<file path="config.mk">
export PLATFORM = sky130hd
export DESIGN_NAME = meter_event_interrupt_mask
export DESIGN_NICKNAME = d
export VERILOG_FILES = /design/src/meter_irq_pkg.sv /design/src/meter_event_interrupt_mask.sv
export SDC_FILE = /design/constraint.sdc
export NUM_CORES = 1
export LEC_CHECK = 0
export BUFFER_PORTS_ARGS = -buffer_cell sky130_fd_sc_hd__buf_4
export CAP_MARGIN = 10
export CORE_UTILIZATION = 40
export DETAILED_ROUTE_END_ITERATION = 12
export SYNTH_ARGS = -nofsm -noshare
export SYNTH_HDL_FRONTEND = slang
export SYNTH_SLANG_ARGS = --single-unit
export TNS_END_PERCENT = 5
</file>
<file path="constraint.sdc">
create_clock -name mclk -period 2.1 [get_ports mclk]
set_input_delay 0.105 -clock mclk [delete_from_list [all_inputs] [get_ports mclk]]
set_output_delay 0.105 -clock mclk [all_outputs]
set_load 0.03 [all_outputs]
</file>
<file path="src/meter_irq_pkg.sv">
// Register map, field layout and carriers of the event interrupt mask block
package meter_irq_pkg;

  // Register indices (byte address is four times the index)
  localparam logic [15:0] MASK_INDEX = 16'hE50B;
  localparam logic [15:0] PHASE_SRC_INDEX = 16'hE600;
  localparam logic [15:0] STATUS_INDEX = 16'hE503;
  localparam logic [15:0] COMP_MASK_INDEX = 16'hE50A;
  localparam logic [15:0] COMP_STATUS_INDEX = 16'hE502;
  localparam int ADDR_W = 18;

  // Reset values
  localparam logic [31:0] MASK_RESET = 32'h0000_0000;
  localparam logic [15:0] PHASE_SRC_RESET = 16'h0000;
  localparam logic [31:0] STATUS_RESET = 32'h0000_0000;
  localparam logic [31:0] ZERO_WORD = 32'h0000_0000;

  // Writable bits of the two masks and used bits of the phase source register
  localparam logic [31:0] MASK_WRITABLE = 32'h039F_FFFF;
  localparam logic [31:0] COMP_MASK_WRITABLE = 32'h0002_0000;
  localparam logic [15:0] PHASE_SRC_USED = 16'h7E38;

  // Bit positions in the mask and the second status register
  localparam int BIT_NOLOAD_TOTAL = 0;
  localparam int BIT_NOLOAD_FUND = 1;
  localparam int BIT_NOLOAD_APP = 2;
  localparam int BIT_VOLT_TIMEOUT = 3;
  localparam int BIT_CURR_TIMEOUT = 6;
  localparam int BIT_VOLT_CROSS = 9;
  localparam int BIT_CURR_CROSS = 12;
  localparam int BIT_RESET_DONE = 15;
  localparam int BIT_SAG = 16;
  localparam int BIT_OVERCURRENT = 17;
  localparam int BIT_OVERVOLTAGE = 18;
  localparam int BIT_PHASE_ORDER = 19;
  localparam int BIT_MISMATCH = 20;
  localparam int BIT_CURR_PEAK = 23;
  localparam int BIT_VOLT_PEAK = 24;
  localparam int BIT_SIGNATURE = 25;

  // Companion register bit
  localparam int BIT_DSP_DONE = 17;

  // Bit positions in the phase source register
  localparam int SRC_OVERCURRENT = 3;
  localparam int SRC_OVERVOLTAGE = 9;
  localparam int SRC_SAG = 12;

  // Event pulses from the detectors, one cycle each
  typedef struct packed {
    logic noloadTotal;
    logic noloadFund;
    logic noloadApparent;
    logic [2:0] voltTimeout;
    logic [2:0] currTimeout;
    logic [2:0] voltCross;
    logic [2:0] currCross;
    logic sag;
    logic overcurrent;
    logic overvoltage;
    logic phaseOrder;
    logic mismatch;
    logic currPeakEnd;
    logic voltPeakEnd;
    logic signatureChange;
    logic dspCycleDone;
    logic [2:0] sagPhase;
    logic [2:0] overcurrentPhase;
    logic [2:0] overvoltagePhase;
  } event_in_t;

  // Avalon-MM slave request
  typedef struct packed {
    logic [ADDR_W-1:0] address;
    logic read;
    logic write;
    logic [31:0] writedata;
    logic [3:0] byteenable;
  } avmm_req_t;

endpackage

</file>
<file path="src/meter_event_interrupt_mask.sv">
// Event interrupt mask, second status register and phase source register
//
// Register access over Avalon-MM is this design's own decision.
`timescale 1ns/100ps
`default_nettype none
module meter_event_interrupt_mask
  import meter_irq_pkg::*;
#(
  parameter bit HAS_FUNDAMENTAL = 1'b1,
  parameter bit HAS_MISMATCH = 1'b1
) (
  // Clock, reset and enable
  input wire logic mclk,
  input wire logic resetn,
  input wire logic clkEn,
  // Register bus
  input wire avmm_req_t busReq,
  output logic [31:0] readdata,
  output logic waitrequest,
  // Detector events
  input wire event_in_t events,
  // Interrupt request
  output logic irq
);

  logic [31:0] maskReg;
  logic [31:0] compMaskReg;
  logic [31:0] statusReg;
  logic [31:0] compStatusReg;
  logic [15:0] phaseSrcReg;
  logic [31:0] readdataReg;
  logic ackReg;
  logic startedReg;
  logic irqReg;

  // Bus decode
  wire [15:0] wordIndex = busReq.address[ADDR_W-1:2];
  wire busActive = busReq.read | busReq.write;
  wire hitMask = (wordIndex == MASK_INDEX);
  wire hitCompMask = (wordIndex == COMP_MASK_INDEX);
  wire hitStatus = (wordIndex == STATUS_INDEX);
  wire hitCompStatus = (wordIndex == COMP_STATUS_INDEX);
  wire hitPhaseSrc = (wordIndex == PHASE_SRC_INDEX);
  wire writeTaken = clkEn & busReq.write & ackReg;
  wire readTaken = clkEn & busReq.read & ~ackReg;
  wire [31:0] byteMask = {{8{busReq.byteenable[3]}}, {8{busReq.byteenable[2]}},
                          {8{busReq.byteenable[1]}}, {8{busReq.byteenable[0]}}};
  wire [31:0] writeBits = busReq.writedata & byteMask;

  // One wait cycle, then the answer edge
  assign waitrequest = busActive & ~ackReg;
  assign readdata = readdataReg;
  assign irq = irqReg;

  // event vector mapped onto the status layout
  wire [31:0] eventVec;
  assign eventVec[BIT_NOLOAD_TOTAL] = events.noloadTotal;
  assign eventVec[BIT_NOLOAD_FUND] = events.noloadFund;
  assign eventVec[BIT_NOLOAD_APP] = events.noloadApparent;
  assign eventVec[BIT_VOLT_TIMEOUT+2:BIT_VOLT_TIMEOUT] = events.voltTimeout;
  assign eventVec[BIT_CURR_TIMEOUT+2:BIT_CURR_TIMEOUT] = events.currTimeout;
  assign eventVec[BIT_VOLT_CROSS+2:BIT_VOLT_CROSS] = events.voltCross;
  assign eventVec[BIT_CURR_CROSS+2:BIT_CURR_CROSS] = events.currCross;
  assign eventVec[BIT_RESET_DONE] = clkEn & ~startedReg;
  assign eventVec[BIT_SAG] = events.sag;
  assign eventVec[BIT_OVERCURRENT] = events.overcurrent;
  assign eventVec[BIT_OVERVOLTAGE] = events.overvoltage;
  assign eventVec[BIT_PHASE_ORDER] = events.phaseOrder;
  assign eventVec[BIT_MISMATCH] = events.mismatch;
  assign eventVec[22:21] = 2'h0;
  assign eventVec[BIT_CURR_PEAK] = events.currPeakEnd;
  assign eventVec[BIT_VOLT_PEAK] = events.voltPeakEnd;
  assign eventVec[BIT_SIGNATURE] = events.signatureChange;
  assign eventVec[31:26] = 6'h00;

  wire [31:0] variantGate = MASK_WRITABLE & ~(32'(!HAS_FUNDAMENTAL) << BIT_NOLOAD_FUND)
                            & ~(32'(!HAS_MISMATCH) << BIT_MISMATCH) & ~(32'h1 << BIT_RESET_DONE);
  wire [31:0] effMask = maskReg & variantGate;

  // Write one to clear, set wins over clear
  wire [31:0] statusClear = (writeTaken & hitStatus) ? writeBits : ZERO_WORD;
  wire [31:0] compClear = (writeTaken & hitCompStatus) ? writeBits : ZERO_WORD;
  wire [31:0] compEvent = {14'h0000, events.dspCycleDone, 17'h0_0000};
  wire [31:0] status_next = (statusReg & ~statusClear) | eventVec;
  wire [31:0] compStatus_next = (compStatusReg & ~compClear) | compEvent;

  // phase sources held until the owning flag is written to clear, then only a same-cycle event's phase stays
  wire [15:0] srcEvent = {1'b0, events.sag ? events.sagPhase : 3'h0,
                          events.overvoltage ? events.overvoltagePhase : 3'h0,
                          3'h0, events.overcurrent ? events.overcurrentPhase : 3'h0, 3'h0};
  wire [15:0] srcKeep = {1'b0, {3{~statusClear[BIT_SAG]}}, {3{~statusClear[BIT_OVERVOLTAGE]}},
                         3'h0, {3{~statusClear[BIT_OVERCURRENT]}}, 3'h0};
  // reserved source bits forced to zero
  wire [15:0] phaseSrc_next = ((phaseSrcReg & srcKeep) | srcEvent) & PHASE_SRC_USED;

  wire [31:0] maskedHits = statusReg & effMask;
  // request combines masked flags, companion flag and reset-complete
  wire irq_next = (|maskedHits) | statusReg[BIT_RESET_DONE]
                  | (compStatusReg[BIT_DSP_DONE] & compMaskReg[BIT_DSP_DONE]);

  // Read multiplexer, unmapped reads zero
  wire [31:0] readMux = hitMask ? maskReg :
                        hitCompMask ? compMaskReg :
                        hitStatus ? statusReg :
                        hitCompStatus ? compStatusReg :
                        hitPhaseSrc ? {16'h0000, phaseSrcReg} : ZERO_WORD;

  // mask write keeps reserved bits at zero
  wire [31:0] mask_next = (writeTaken & hitMask) ?
                          (((maskReg & ~byteMask) | writeBits) & MASK_WRITABLE) : maskReg;
  wire [31:0] compMask_next = (writeTaken & hitCompMask) ?
                              (((compMaskReg & ~byteMask) | writeBits) & COMP_MASK_WRITABLE) : compMaskReg;

  // Bus handshake state
  always_ff @(posedge mclk or negedge resetn) begin
    if (!resetn) begin
      ackReg <= 1'b0;
      readdataReg <= ZERO_WORD;
    end else if (clkEn) begin
      ackReg <= busActive & ~ackReg;
      if (readTaken) begin
        readdataReg <= readMux;
      end
    end
  end

  // Registers
  always_ff @(posedge mclk or negedge resetn) begin
    if (!resetn) begin
      maskReg <= MASK_RESET;
      compMaskReg <= MASK_RESET;
      statusReg <= STATUS_RESET;
      compStatusReg <= STATUS_RESET;
      phaseSrcReg <= PHASE_SRC_RESET;
      startedReg <= 1'b0;
      irqReg <= 1'b0;
    end else if (clkEn) begin
      maskReg <= mask_next;
      compMaskReg <= compMask_next;
      statusReg <= status_next;
      compStatusReg <= compStatus_next;
      phaseSrcReg <= phaseSrc_next;
      startedReg <= 1'b1;
      irqReg <= irq_next;
    end
  end

  // Checks
  chk_mask_reserved_zero: assert property (@(posedge mclk) disable iff (!resetn)
    (maskReg & ~MASK_WRITABLE) == ZERO_WORD)
    else $error("reserved mask bits are not zero");

  chk_phase_reserved_zero: assert property (@(posedge mclk) disable iff (!resetn)
    (phaseSrcReg & ~PHASE_SRC_USED) == 16'h0000)
    else $error("reserved phase source bits are not zero");

  chk_reset_done_irq: assert property (@(posedge mclk) disable iff (!resetn)
    clkEn && statusReg[BIT_RESET_DONE] |=> irq)
    else $error("reset-complete flag did not raise the interrupt");

  chk_masked_flag_irq: assert property (@(posedge mclk) disable iff (!resetn)
    clkEn && (|(statusReg & maskReg & MASK_WRITABLE & ~(32'h1 << BIT_RESET_DONE)
      & ~(32'(!HAS_FUNDAMENTAL) << BIT_NOLOAD_FUND) & ~(32'(!HAS_MISMATCH) << BIT_MISMATCH))) |=> irq)
    else $error("masked flag did not raise the interrupt");

  chk_quiet_no_irq: assert property (@(posedge mclk) disable iff (!resetn)
    clkEn && ((statusReg & maskReg) == ZERO_WORD) && !statusReg[BIT_RESET_DONE] && !compStatusReg[BIT_DSP_DONE]
    |=> !irq)
    else $error("interrupt raised with nothing enabled");

  chk_event_latches: assert property (@(posedge mclk) disable iff (!resetn)
    clkEn && events.voltCross[0] |=> statusReg[BIT_VOLT_CROSS])
    else $error("zero crossing event was not latched");

  chk_set_beats_clear: assert property (@(posedge mclk) disable iff (!resetn)
    writeTaken && hitStatus && writeBits[BIT_SAG] && events.sag |=> statusReg[BIT_SAG])
    else $error("sag event lost against a clear");

  chk_sag_source: assert property (@(posedge mclk) disable iff (!resetn)
    clkEn && events.sag && events.sagPhase[1] |=> phaseSrcReg[SRC_SAG+1] && statusReg[BIT_SAG])
    else $error("sag source phase not recorded");

  chk_overcurrent_source: assert property (@(posedge mclk) disable iff (!resetn)
    clkEn && events.overcurrent && events.overcurrentPhase[2] |=> phaseSrcReg[SRC_OVERCURRENT+2])
    else $error("overcurrent source phase not recorded");

  chk_overvoltage_source: assert property (@(posedge mclk) disable iff (!resetn)
    clkEn && events.overvoltage && events.overvoltagePhase[0] |=> phaseSrcReg[SRC_OVERVOLTAGE])
    else $error("overvoltage source phase not recorded");

  chk_dsp_done_irq: assert property (@(posedge mclk) disable iff (!resetn)
    clkEn && events.dspCycleDone && compMaskReg[BIT_DSP_DONE] && !(writeTaken && hitCompMask)
    ##1 clkEn |=> irq)
    else $error("DSP cycle done did not raise the interrupt");

  chk_bus_one_wait: assert property (@(posedge mclk) disable iff (!resetn)
    clkEn && busActive && !ackReg |=> !waitrequest || !busActive)
    else $error("bus answer did not come after one wait cycle");

  chk_total_noload_irq: assert property (@(posedge mclk) disable iff (!resetn)
    clkEn && statusReg[BIT_NOLOAD_TOTAL] && maskReg[BIT_NOLOAD_TOTAL] |=> irq)
    else $error("total no-load irq missing");

  chk_fund_noload_irq: assert property (@(posedge mclk) disable iff (!resetn)
    clkEn && HAS_FUNDAMENTAL && statusReg[BIT_NOLOAD_FUND] && maskReg[BIT_NOLOAD_FUND] |=> irq)
    else $error("fundamental no-load irq missing");

  chk_apparent_noload_irq: assert property (@(posedge mclk) disable iff (!resetn)
    clkEn && statusReg[BIT_NOLOAD_APP] && maskReg[BIT_NOLOAD_APP] |=> irq)
    else $error("apparent no-load irq missing");

  chk_volt_timeout_irq: assert property (@(posedge mclk) disable iff (!resetn)
    clkEn && (|(statusReg[BIT_VOLT_TIMEOUT+:3] & maskReg[BIT_VOLT_TIMEOUT+:3])) |=> irq)
    else $error("voltage crossing timeout irq missing");

  chk_curr_timeout_irq: assert property (@(posedge mclk) disable iff (!resetn)
    clkEn && (|(statusReg[BIT_CURR_TIMEOUT+:3] & maskReg[BIT_CURR_TIMEOUT+:3])) |=> irq)
    else $error("current crossing timeout irq missing");

  chk_volt_cross_irq: assert property (@(posedge mclk) disable iff (!resetn)
    clkEn && (|(statusReg[BIT_VOLT_CROSS+:3] & maskReg[BIT_VOLT_CROSS+:3])) |=> irq)
    else $error("voltage crossing irq missing");

  chk_curr_cross_irq: assert property (@(posedge mclk) disable iff (!resetn)
    clkEn && (|(statusReg[BIT_CURR_CROSS+:3] & maskReg[BIT_CURR_CROSS+:3])) |=> irq)
    else $error("current crossing irq missing");

  chk_sag_irq: assert property (@(posedge mclk) disable iff (!resetn)
    clkEn && statusReg[BIT_SAG] && maskReg[BIT_SAG] |=> irq)
    else $error("sag irq missing");

  chk_overcurrent_irq: assert property (@(posedge mclk) disable iff (!resetn)
    clkEn && statusReg[BIT_OVERCURRENT] && maskReg[BIT_OVERCURRENT] |=> irq)
    else $error("overcurrent irq missing");

  chk_overvoltage_irq: assert property (@(posedge mclk) disable iff (!resetn)
    clkEn && statusReg[BIT_OVERVOLTAGE] && maskReg[BIT_OVERVOLTAGE] |=> irq)
    else $error("overvoltage irq missing");

  chk_phase_order_irq: assert property (@(posedge mclk) disable iff (!resetn)
    clkEn && statusReg[BIT_PHASE_ORDER] && maskReg[BIT_PHASE_ORDER] |=> irq)
    else $error("phase order irq missing");

  chk_mismatch_irq: assert property (@(posedge mclk) disable iff (!resetn)
    clkEn && HAS_MISMATCH && statusReg[BIT_MISMATCH] && maskReg[BIT_MISMATCH] |=> irq)
    else $error("neutral mismatch irq missing");

  chk_curr_peak_irq: assert property (@(posedge mclk) disable iff (!resetn)
    clkEn && statusReg[BIT_CURR_PEAK] && maskReg[BIT_CURR_PEAK] |=> irq)
    else $error("current peak irq missing");

  chk_volt_peak_irq: assert property (@(posedge mclk) disable iff (!resetn)
    clkEn && statusReg[BIT_VOLT_PEAK] && maskReg[BIT_VOLT_PEAK] |=> irq)
    else $error("voltage peak irq missing");

  chk_signature_irq: assert property (@(posedge mclk) disable iff (!resetn)
    clkEn && statusReg[BIT_SIGNATURE] && maskReg[BIT_SIGNATURE] |=> irq)
    else $error("signature change irq missing");

  chk_mask_bit15_store: assert property (@(posedge mclk) disable iff (!resetn)
    writeTaken && hitMask && busReq.byteenable[1] |=> maskReg[BIT_RESET_DONE] == $past(busReq.writedata[15]))
    else $error("mask bit 15 not stored");

  chk_reset_done_set: assert property (@(posedge mclk) disable iff (!resetn)
    clkEn && !startedReg |=> statusReg[BIT_RESET_DONE])
    else $error("reset-complete flag not set");

  chk_comp_mask_reserved: assert property (@(posedge mclk) disable iff (!resetn)
    (compMaskReg & ~COMP_MASK_WRITABLE) == ZERO_WORD)
    else $error("reserved companion mask bits set");

  chk_dsp_done_latches: assert property (@(posedge mclk) disable iff (!resetn)
    clkEn && events.dspCycleDone |=> compStatusReg[BIT_DSP_DONE])
    else $error("dsp done flag not latched");

  chk_dsp_gate_irq: assert property (@(posedge mclk) disable iff (!resetn)
    clkEn && compStatusReg[BIT_DSP_DONE] && compMaskReg[BIT_DSP_DONE] |=> irq)
    else $error("dsp done irq missing");

  chk_comp_clear: assert property (@(posedge mclk) disable iff (!resetn)
    writeTaken && hitCompStatus && writeBits[BIT_DSP_DONE] && !events.dspCycleDone
    |=> !compStatusReg[BIT_DSP_DONE])
    else $error("dsp done flag not cleared");

  chk_status_reserved: assert property (@(posedge mclk) disable iff (!resetn)
    (statusReg & ~MASK_WRITABLE) == ZERO_WORD)
    else $error("reserved status bits set");

  chk_status_clear: assert property (@(posedge mclk) disable iff (!resetn)
    writeTaken && hitStatus && writeBits[BIT_VOLT_CROSS] && !events.voltCross[0] |=> !statusReg[BIT_VOLT_CROSS])
    else $error("status flag not cleared");

  chk_sag_latches: assert property (@(posedge mclk) disable iff (!resetn)
    clkEn && events.sag |=> statusReg[BIT_SAG])
    else $error("sag flag not latched");

  chk_noload_latches: assert property (@(posedge mclk) disable iff (!resetn)
    clkEn && events.noloadTotal |=> statusReg[BIT_NOLOAD_TOTAL])
    else $error("no-load flag not latched");

  chk_peak_latches: assert property (@(posedge mclk) disable iff (!resetn)
    clkEn && events.currPeakEnd |=> statusReg[BIT_CURR_PEAK])
    else $error("current peak flag not latched");

  chk_signature_latches: assert property (@(posedge mclk) disable iff (!resetn)
    clkEn && events.signatureChange |=> statusReg[BIT_SIGNATURE])
    else $error("signature flag not latched");

  chk_order_latches: assert property (@(posedge mclk) disable iff (!resetn)
    clkEn && events.phaseOrder |=> statusReg[BIT_PHASE_ORDER])
    else $error("phase order flag not latched");

  chk_mismatch_latches: assert property (@(posedge mclk) disable iff (!resetn)
    clkEn && events.mismatch |=> statusReg[BIT_MISMATCH])
    else $error("mismatch flag not latched");

  chk_source_cleared: assert property (@(posedge mclk) disable iff (!resetn)
    writeTaken && hitStatus && writeBits[BIT_SAG] && !events.sag |=> phaseSrcReg[SRC_SAG+:3] == 3'h0)
    else $error("sag source not cleared with its flag");

  chk_phase_src_readonly: assert property (@(posedge mclk) disable iff (!resetn)
    writeTaken && hitPhaseSrc && !events.sag && !events.overcurrent && !events.overvoltage
    |=> $stable(phaseSrcReg))
    else $error("phase source changed by a write");

  chk_enable_freeze: assert property (@(posedge mclk) disable iff (!resetn)
    !clkEn |=> $stable(irq) && $stable(statusReg) && $stable(maskReg))
    else $error("state moved while clock enable low");

  chk_readdata_hold: assert property (@(posedge mclk) disable iff (!resetn)
    !readTaken |=> $stable(readdata))
    else $error("read data changed without a read");

  for (genvar ph = 0; ph < 3; ph++) begin : g_phase_chk
    chk_sag_each_phase: assert property (@(posedge mclk) disable iff (!resetn)
      clkEn && events.sag && events.sagPhase[ph] |=> phaseSrcReg[SRC_SAG+ph])
      else $error("sag phase bit not set");

    chk_ov_each_phase: assert property (@(posedge mclk) disable iff (!resetn)
      clkEn && events.overvoltage && events.overvoltagePhase[ph] |=> phaseSrcReg[SRC_OVERVOLTAGE+ph])
      else $error("overvoltage phase bit not set");

    chk_oc_each_phase: assert property (@(posedge mclk) disable iff (!resetn)
      clkEn && events.overcurrent && events.overcurrentPhase[ph] |=> phaseSrcReg[SRC_OVERCURRENT+ph])
      else $error("overcurrent phase bit not set");

    chk_vcross_latch: assert property (@(posedge mclk) disable iff (!resetn)
      clkEn && events.voltCross[ph] |=> statusReg[BIT_VOLT_CROSS+ph])
      else $error("voltage crossing flag not latched");

    chk_icross_latch: assert property (@(posedge mclk) disable iff (!resetn)
      clkEn && events.currCross[ph] |=> statusReg[BIT_CURR_CROSS+ph])
      else $error("current crossing flag not latched");

    chk_vtimeout_latch: assert property (@(posedge mclk) disable iff (!resetn)
      clkEn && events.voltTimeout[ph] |=> statusReg[BIT_VOLT_TIMEOUT+ph])
      else $error("voltage timeout flag not latched");

    chk_itimeout_latch: assert property (@(posedge mclk) disable iff (!resetn)
      clkEn && events.currTimeout[ph] |=> statusReg[BIT_CURR_TIMEOUT+ph])
      else $error("current timeout flag not latched");
  end

endmodule
`default_nettype wire

</file>
Word level (Yosys, flattened, before mapping):

Index checks and enable logic that the tools add are counted.

* equal/unequal tests: 5
* shift-type cells: 0
* div/mod/pow operators: 0
* add/sub/neg operators: 0
* reduce and logical (&&, ||, !) cells: 4
* $lt $le $gt $ge: 0
* bitwise logic cells: 34
* $mul: 0
* muxes and demuxes: 10

Operator list (number)
* two-way mux 32 bit: 6
* AND 32 bit: 3
* equality test 16 bit (second input constant): 5
* NOT 32 bit: 2
* AND 32 x 26 -> 32 bit: 1
* OR 32 x 18 -> 32 bit: 1
* OR 32 x 26 -> 32 bit: 1
* OR reduction 32 bit: 1
* AND 26 bit: 1
* NOT 26 bit: 1
* OR 26 bit: 1
* AND 18 bit: 1
* OR 18 bit: 1
* AND 15 bit: 1
* two-way mux 15 bit: 1
* OR 15 bit: 1
* AND 1 bit: 11
* two-way mux 3 bit: 3
* AND reduction 2 bit: 3
* NOT 1 bit: 5
* OR 1 bit: 3

* output and inout port bits: 34
* RAM bits: 0
* flip-flop bits (word level): 133
* bits in read-only memories: 0
* bits of input ports: 92
* latch bits: 0
* memories kept: 0
* word-level logic and storage cells: 62

Depth between registers and ports, before layout:

Gate-level depths: netlist of the first run.

* word-level depth: 7
* gate-level depth with buffers: 6
* depth with buffers taken out: 4

Least setup slack after synthesis of the first run:

No wires, ideal clock.

* path kind: input port to flip-flop
* start point: input busReq[45] (netlist bit)
* end point: register with a tool-made name
* cell stages on the path: 5
* required time: 1973 ps
* path buffers: 1
* setup slack: 252 ps
* data arrival time: 1720 ps
* cells stage by stage: or4_1 -> buf_2 -> nor4_4 -> and3_1 -> mux2_1

RTL lines
* start: declaration: line meter_event_interrupt_mask.sv:17 `input wire avmm_req_t busReq,`

==> results of run 1 <==
==> power by group <==
| group | switching [W] | leakage [nW] | internal [W] |
|---|---|---|---|
| Sequential | 0.000124 | 1.63 | 0.00274 |
| Clock | 0.00107 | 0.285 | 0.00191 |
| Combinational | 0.000749 | 1.88 | 0.000536 |
==> path summary, 6_finish.rpt <==
| kind | end | depth (start not counted) | from | slack, ps |
|---|---|---|---|---|
| min | statusReg[26] | 3 | busReq[30] | 20 |
| max | flop | 4 | ackReg | 130 |
| min in group asynchronous | phaseSrcReg[14] | 2 | resetn | 250 |
| max in group asynchronous | statusReg[19] | 3 | resetn | 1020 |
| min reg2reg | startedReg | 1 | startedReg | 460 |
| max reg2reg | flop | 4 | ackReg | 130 |
==> synth_stat cells (2+ instances only) <==
master	instances
a21boi_0	19
a21boi_1	2
a21oi_1	29
a221oi_1	4
a22o_1	30
a22oi_1	17
a31oi_1	9
a32o_1	9
and3_1	3
buf_2	10
clkbuf_1	17
dfrtp_1	133
inv_1	2
mux2_1	2
mux2_2	24
mux2i_1	9
nand2_1	29
nand3_1	33
nand4_1	4
nand4b_1	3
nor2_1	43
nor2_2	2
nor3_1	3
nor4_1	2
nor4_2	2
nor4_4	4
o211ai_1	9
o21a_1	18
o21ai_0	7
o2bb2ai_1	9
or2_2	2
or4_1	2
==> through the flow <==
step	area (µm²)	setup TNS (ps)	total power, W
5_1_grt	8380	0	0.00740
4_1_cts	8380	0	0.00716
6_report	8380	0	0.00712
3_3_place_gp	7160	-129	0.00409
2_1_floorplan	5820	0	0.00349
3_5_place_dp	7160	-456	0.00410
==> metal layers <==
metal,track usage,share of wire,up-vias,wire [µm]
met5,0,0,-,0
met4,0.110,0.025,0,456
met3,0.0562,0.054,33,991
met2,0.424,0.49,194,8930
met1,0.328,0.43,2565,7880
li1,-,-,2327,-
==> cell usage in the layout, fill, tap and decap left out, types with 3 or more instances in the layout <==
cell / synthesis / final
a21boi_0: 19 / 19
bufinv_16: 0 / 3
a221oi_1: 4 / 4
a22o_1: 30 / 30
clkbuf_16: 0 / 17
mux2i_1: 9 / 9
o211ai_1: 9 / 9
nand4_1: 4 / 4
nor2_2: 2 / 3
buf_12: 0 / 5
buf_4: 1 / 151
and3_1: 3 / 3
o21ai_0: 7 / 7
nand2_1: 29 / 29
nand4b_1: 3 / 3
mux2_2: 24 / 24
a32o_1: 9 / 9
dlygate4sd3_1: 0 / 63
dfrtp_1: 133 / 133
nor4_4: 4 / 4
o21a_1: 18 / 18
a22oi_1: 17 / 17
o2bb2ai_1: 9 / 9
nand3_1: 33 / 33
a21oi_1: 29 / 29
nor3_1: 3 / 3
a31oi_1: 9 / 9
clkinv_2: 0 / 3
nor2_1: 43 / 42
==> critical path: cells and delay by family, from the launching register on <==
kind | cells | cell delay, ps
simple gates | 3 | 1020
flops | 1 | 430
mux | 1 | 400
==> area by class of cell <==
| class | instances | area, µm² |
|---|---|---|
| Clock buffer | 21 | 460 |
| Clock inverter | 9 | 129 |
| Fill cell | 1139 | 5670 |
| Inverter | 2 | 7.51 |
| Multi-Input combinational cell | 341 | 2360 |
| Sequential cell | 133 | 3330 |
| Tap cell | 180 | 225 |
| Timing Repair Buffer | 219 | 1860 |
==> cells by family after synthesis <==
group / after synthesis / share of synthesized area
AO/OA/AOI/OAI: 165 / 0.209
flip-flops: 133 / 0.572
multiplexers: 35 / 0.0658
buffers and inverters: 31 / 0.0228
AND/OR/NAND/NOR: 141 / 0.130
==> timing repair <==
action                    4_1_cts  5_1_grt
buffers inserted                0        0
hold endpoints to repair      128        0
hold buffers                   63        0
==> summary.md, run 1 <==
| Metric | Value |
|---|---|
| Gpl congestion | `0.807` |
| Top cell type's share of synthesized area | `0.572` |
| Headroom to the max-slew limit | `0.590` |
| Pin count of the biggest net entering global routing | `46` |
| Synthesis warning total | `0` |
| Synth async-reset ratio | `1.00` |
| WS Path Type | `reg2reg` |
| Routed Antenna Nets | `0` |
| Util after Layout | `0.597` |
| Final hold vios | `0` |
| Number of flops mapped to enable cells by yosys | `0` |
| Synth area leaders | `dfrtp_1, mux2_2, a22o_1` |
| Finish-stage setup viols | `0` |
| Netlist cell types | `46` |
| Setup WS pre-CTS | `-56.8 ps` |
| Hold Crit Class | `in2reg` |
| Worst vdd ir | `0.602 mV` |
| PD cells | `850 nW/µm²` |
| Cell Chain, Critical Path | `nand3_1 -> nor4_2 -> nand3_1 -> mux2_2` |
| # rows | `43` |
| Starting Density | `0.415` |
| Seq/Total Area, Yosys | `0.572` |
| Arr. time, crit path | `2270 ps` |
| CORE AREA | `14000 µm²` |
| Area of the mapped netlist | `5820 µm²` |
| CP max FO | `6` |
| TritonCTS clock tree | `yes` |
| Root Buffer Master | `clkbuf_16` |
| Syn Inst Count | `505` |
| Most used cell, CP | `nand3_1` |
| Max Transition Viols Final | `0` |
| Syn nets | `597` |
| Pre-antenna DRT Iters | `5` |
| Critical Path End Type | `flop` |
| CP required | `2400 ps` |
| Peak Freq | `508 MHz` |
| #FFs+latches synth | `133` |
| Post-DP HPWL | `12500 µm` |
| Clock sink count | `133` |
| GRT Util Overall | `0.258` |
| Max incr delay on CP | `430 ps` |
| Die area | `15000 µm²` |
| # resized after CTS | `0` |
| Diode count | `0` |
| CP max stage cell | `dfrtp_1` |
| Clock period minus worst slack | `1970 ps` |
| Initial antenna violation count | `0` |
| DR DRC count | `0` |
| Overall via count from detail_route | `5119` |
| Skew-Pair Late Insertion Delay | `420 ps` |
| Share of layout cells above drive strength 1 | `0.302` |
| Global-route wire length before repair | `28300 µm` |
| Worst-Margin Slew | `615 ps` |
| Total wire length | `18300 µm` |
| Max clock buf depth | `2` |
| 1st-iter DRT viols | `375` |
| RSZ-0062 raised after global routing | `no` |
| Startpoint Class | `flop` |
| Congestion Overflow GR | `0` |
| Final nets | `806` |
| Wire per inst | `20.2 µm` |
| Die Width | `123 µm` |
| Cells after DPL | `812` |
| Syn avg cell area | `11.5 µm²` |
| Post-route insts no fill | `905` |
| Final period util | `0.938` |
| H-tree Lvls | `4` |
| Ys flop type | `dfrtp_1` |
| Vias in the first global route | `5243` |
| Die H | `123 µm` |
| Total CTS buffers | `17` |
| Syn-to-layout area delta | `43.9%` |
| Outcome | `completed` |
| Cell taking the most area after synthesis | `dfrtp_1` |
| Clk slew on worst S/H paths | `60 ps` |
| Via density | `5.66` |
| IO buf count | `123` |
| Ports | `126` |
| Skew final | `6.12 ps` |
| Setup slack after layout | `130 ps` |
| Leakage | `3.79 nW` |
| Worst hold slack | `19.5 ps` |
| Max Cap Violations | `0` |
Power figures use the tool's default switching activity.
==> inputs of run 2 (changes only) <==
CTS_BUF_LIST = sky130_fd_sc_hd__clkbuf_8   (was not set)
==> summary.md, run 2 (synthesis results as in run 1) <==
| Metric | Value |
|---|---|
| Outcome | `completed` |
| Die Width | `123 µm (unchanged)` |
| Hold Crit Class | `in2reg` |
| Ports | `126 (unchanged)` |
| CORE AREA | `14000 µm² (unchanged)` |
| CP max FO | `6 (unchanged)` |
| Setup WS pre-CTS | `-56.8 ps (unchanged)` |
| Final period util | `0.933 (-0.00558)` |
| Global-route wire length before repair | `28400 µm (+0.15%)` |
| Max clock buf depth | `2 (unchanged)` |
| Postcts setup bufs | `0 (unchanged)` |
| Gpl congestion | `0.807 (unchanged)` |
| Clk slew on worst S/H paths | `80 ps (+20 ps)` |
| DR DRC count | `0 (unchanged)` |
| # rows | `43 (unchanged)` |
| Highest-count cells in the layout ignoring fill and taps | `buf_4, dfrtp_1, dlygate4sd3_1` |
| TritonCTS clock tree | `yes` |
| Fillers | `1157 (+1.6%)` |
| Peak Freq | `511 MHz (+0.60%)` |
| GRT Util Overall | `0.258 (about the same)` |
| Pre-antenna DRT Iters | `5 (unchanged)` |
| Root Buffer Master | `clkbuf_8` |
| Skew-Pair Late Insertion Delay | `440 ps (+20 ps)` |
| Critical Path End Type | `flop` |
| Leakage | `3.73 nW (-1.6%)` |
| Starting Density | `0.415 (unchanged)` |
| Cts hold-fix bufs | `68 (+7.9%)` |
| Wire per inst | `20.1 µm (-0.38%)` |
| IO buf count | `123 (unchanged)` |
| Post-DP HPWL | `12500 µm (unchanged)` |
| Initial antenna violation count | `0 (unchanged)` |
| RSZ-0062 raised after global routing | `no` |
| Syn-to-layout area delta | `41.5%` |
| Overall via count from detail_route | `5125 (+0.12%)` |
| Clock period minus worst slack | `1960 ps (-11.7 ps)` |
| Setup slack after layout | `141 ps (+11.7 ps)` |
| Tot Pwr | `0.00633 W (-11%)` |
| WS Path Type | `reg2reg` |
| Die H | `123 µm (unchanged)` |
| Arr. time, crit path | `2290 ps (+20 ps)` |
| Clock sink count | `133 (unchanged)` |
| Final hold vios | `0 (unchanged)` |
| # resized after CTS | `0 (unchanged)` |
| Util after Layout | `0.586 (-0.0101)` |
| Headroom to the max-slew limit | `0.593 (+0.00361)` |
| Share of layout cells above drive strength 1 | `0.300 (-0.00207)` |
| Skew final | `8.90 ps (+2.78 ps)` |
| Congestion Overflow GR | `0 (unchanged)` |
| H-tree Lvls | `4 (unchanged)` |
| Routed Antenna Nets | `0 (unchanged)` |
| Final nets | `811 (+0.62%)` |
| Via density | `5.63 (-0.43%)` |
| Diode count | `0 (unchanged)` |
| Finish-stage setup viols | `0 (unchanged)` |
| Worst vdd ir | `0.433 mV (-28%)` |
| Worst-Margin Slew | `610 ps (-5.41 ps)` |
| 1st-iter DRT viols | `423 (+13%)` |
| Setup TNS | `0 ps (unchanged)` |
| Total CTS buffers | `17 (unchanged)` |
| Max Transition Viols Final | `0 (unchanged)` |
| Pin count of the biggest net entering global routing | `46 (unchanged)` |
| Max Cap Violations | `0 (unchanged)` |
| Die area | `15000 µm² (unchanged)` |
| Startpoint Class | `flop` |
| Total wire length | `18300 µm (+0.18%)` |
| CP required | `2430 ps (+30 ps)` |
| Commonest non-fill, non-tap cell in the layout | `buf_4` |
| Vias in the first global route | `5270 (+0.51%)` |
| PD cells | `769 nW/µm² (-9.6%)` |
## run 2: final timing paths
| kind | from | end | slack, ps | depth (start not counted) |
|---|---|---|---|---|
| max | ackReg | flop | 140 | 4 |
| min in group asynchronous | resetn | phaseSrcReg[14] | 200 | 2 |
| max reg2reg | ackReg | flop | 140 | 4 |
| max in group asynchronous | resetn | compStatusReg[0] | 1050 | 3 |
| min reg2reg | startedReg | startedReg | 470 | 1 |
| min | busReq[26] | statusReg[22] | 40 | 3 |
## run 2: critical path, cell delays in order (launching register included)
cell,delay (ps)
dfrtp_1,440
nand3_1,280
nor4_2,350
nand3_1,390
mux2_2,390
## run 2: metal layers
metal / GRT usage / vias up / wire, µm
met3: 0.0646 / 33 / 1010
met2: 0.425 / 182 / 8940
met1: 0.325 / 2579 / 7920
li1: - / 2331 / -
met4: 0.102 / 0 / 419
met5: 0 / - / 0
## run 2: layout make-up
cell class	instances	area (µm²)	area share
Sequential cell	133	3330	0.404
Multi-Input combinational cell	341	2360	0.287
Timing Repair Buffer	224	1910	0.232
Clock buffer	19	262	0.0318
Tap cell	180	225	0.0273
Clock inverter	11	136	0.0166
Inverter	2	7.51	0.000912
## run 2: stage by stage
stage,hold WS (ps),instance area (µm²),instances
2_1_floorplan,-191,5820,505
3_3_place_gp,150,7160,812
3_5_place_dp,153,7160,812
4_1_cts,3.10,8240,910
5_1_grt,27.0,8240,910
6_report,40.9,8240,910
## run 2: report_power, final
group / leakage [nW] / switching, W / internal, W
clock network: 0.206 / 0.000980 / 0.00121
logic: 1.90 / 0.000747 / 0.000541
registers: 1.63 / 0.000123 / 0.00273
total: 3.73 / 0.00185 / 0.00448
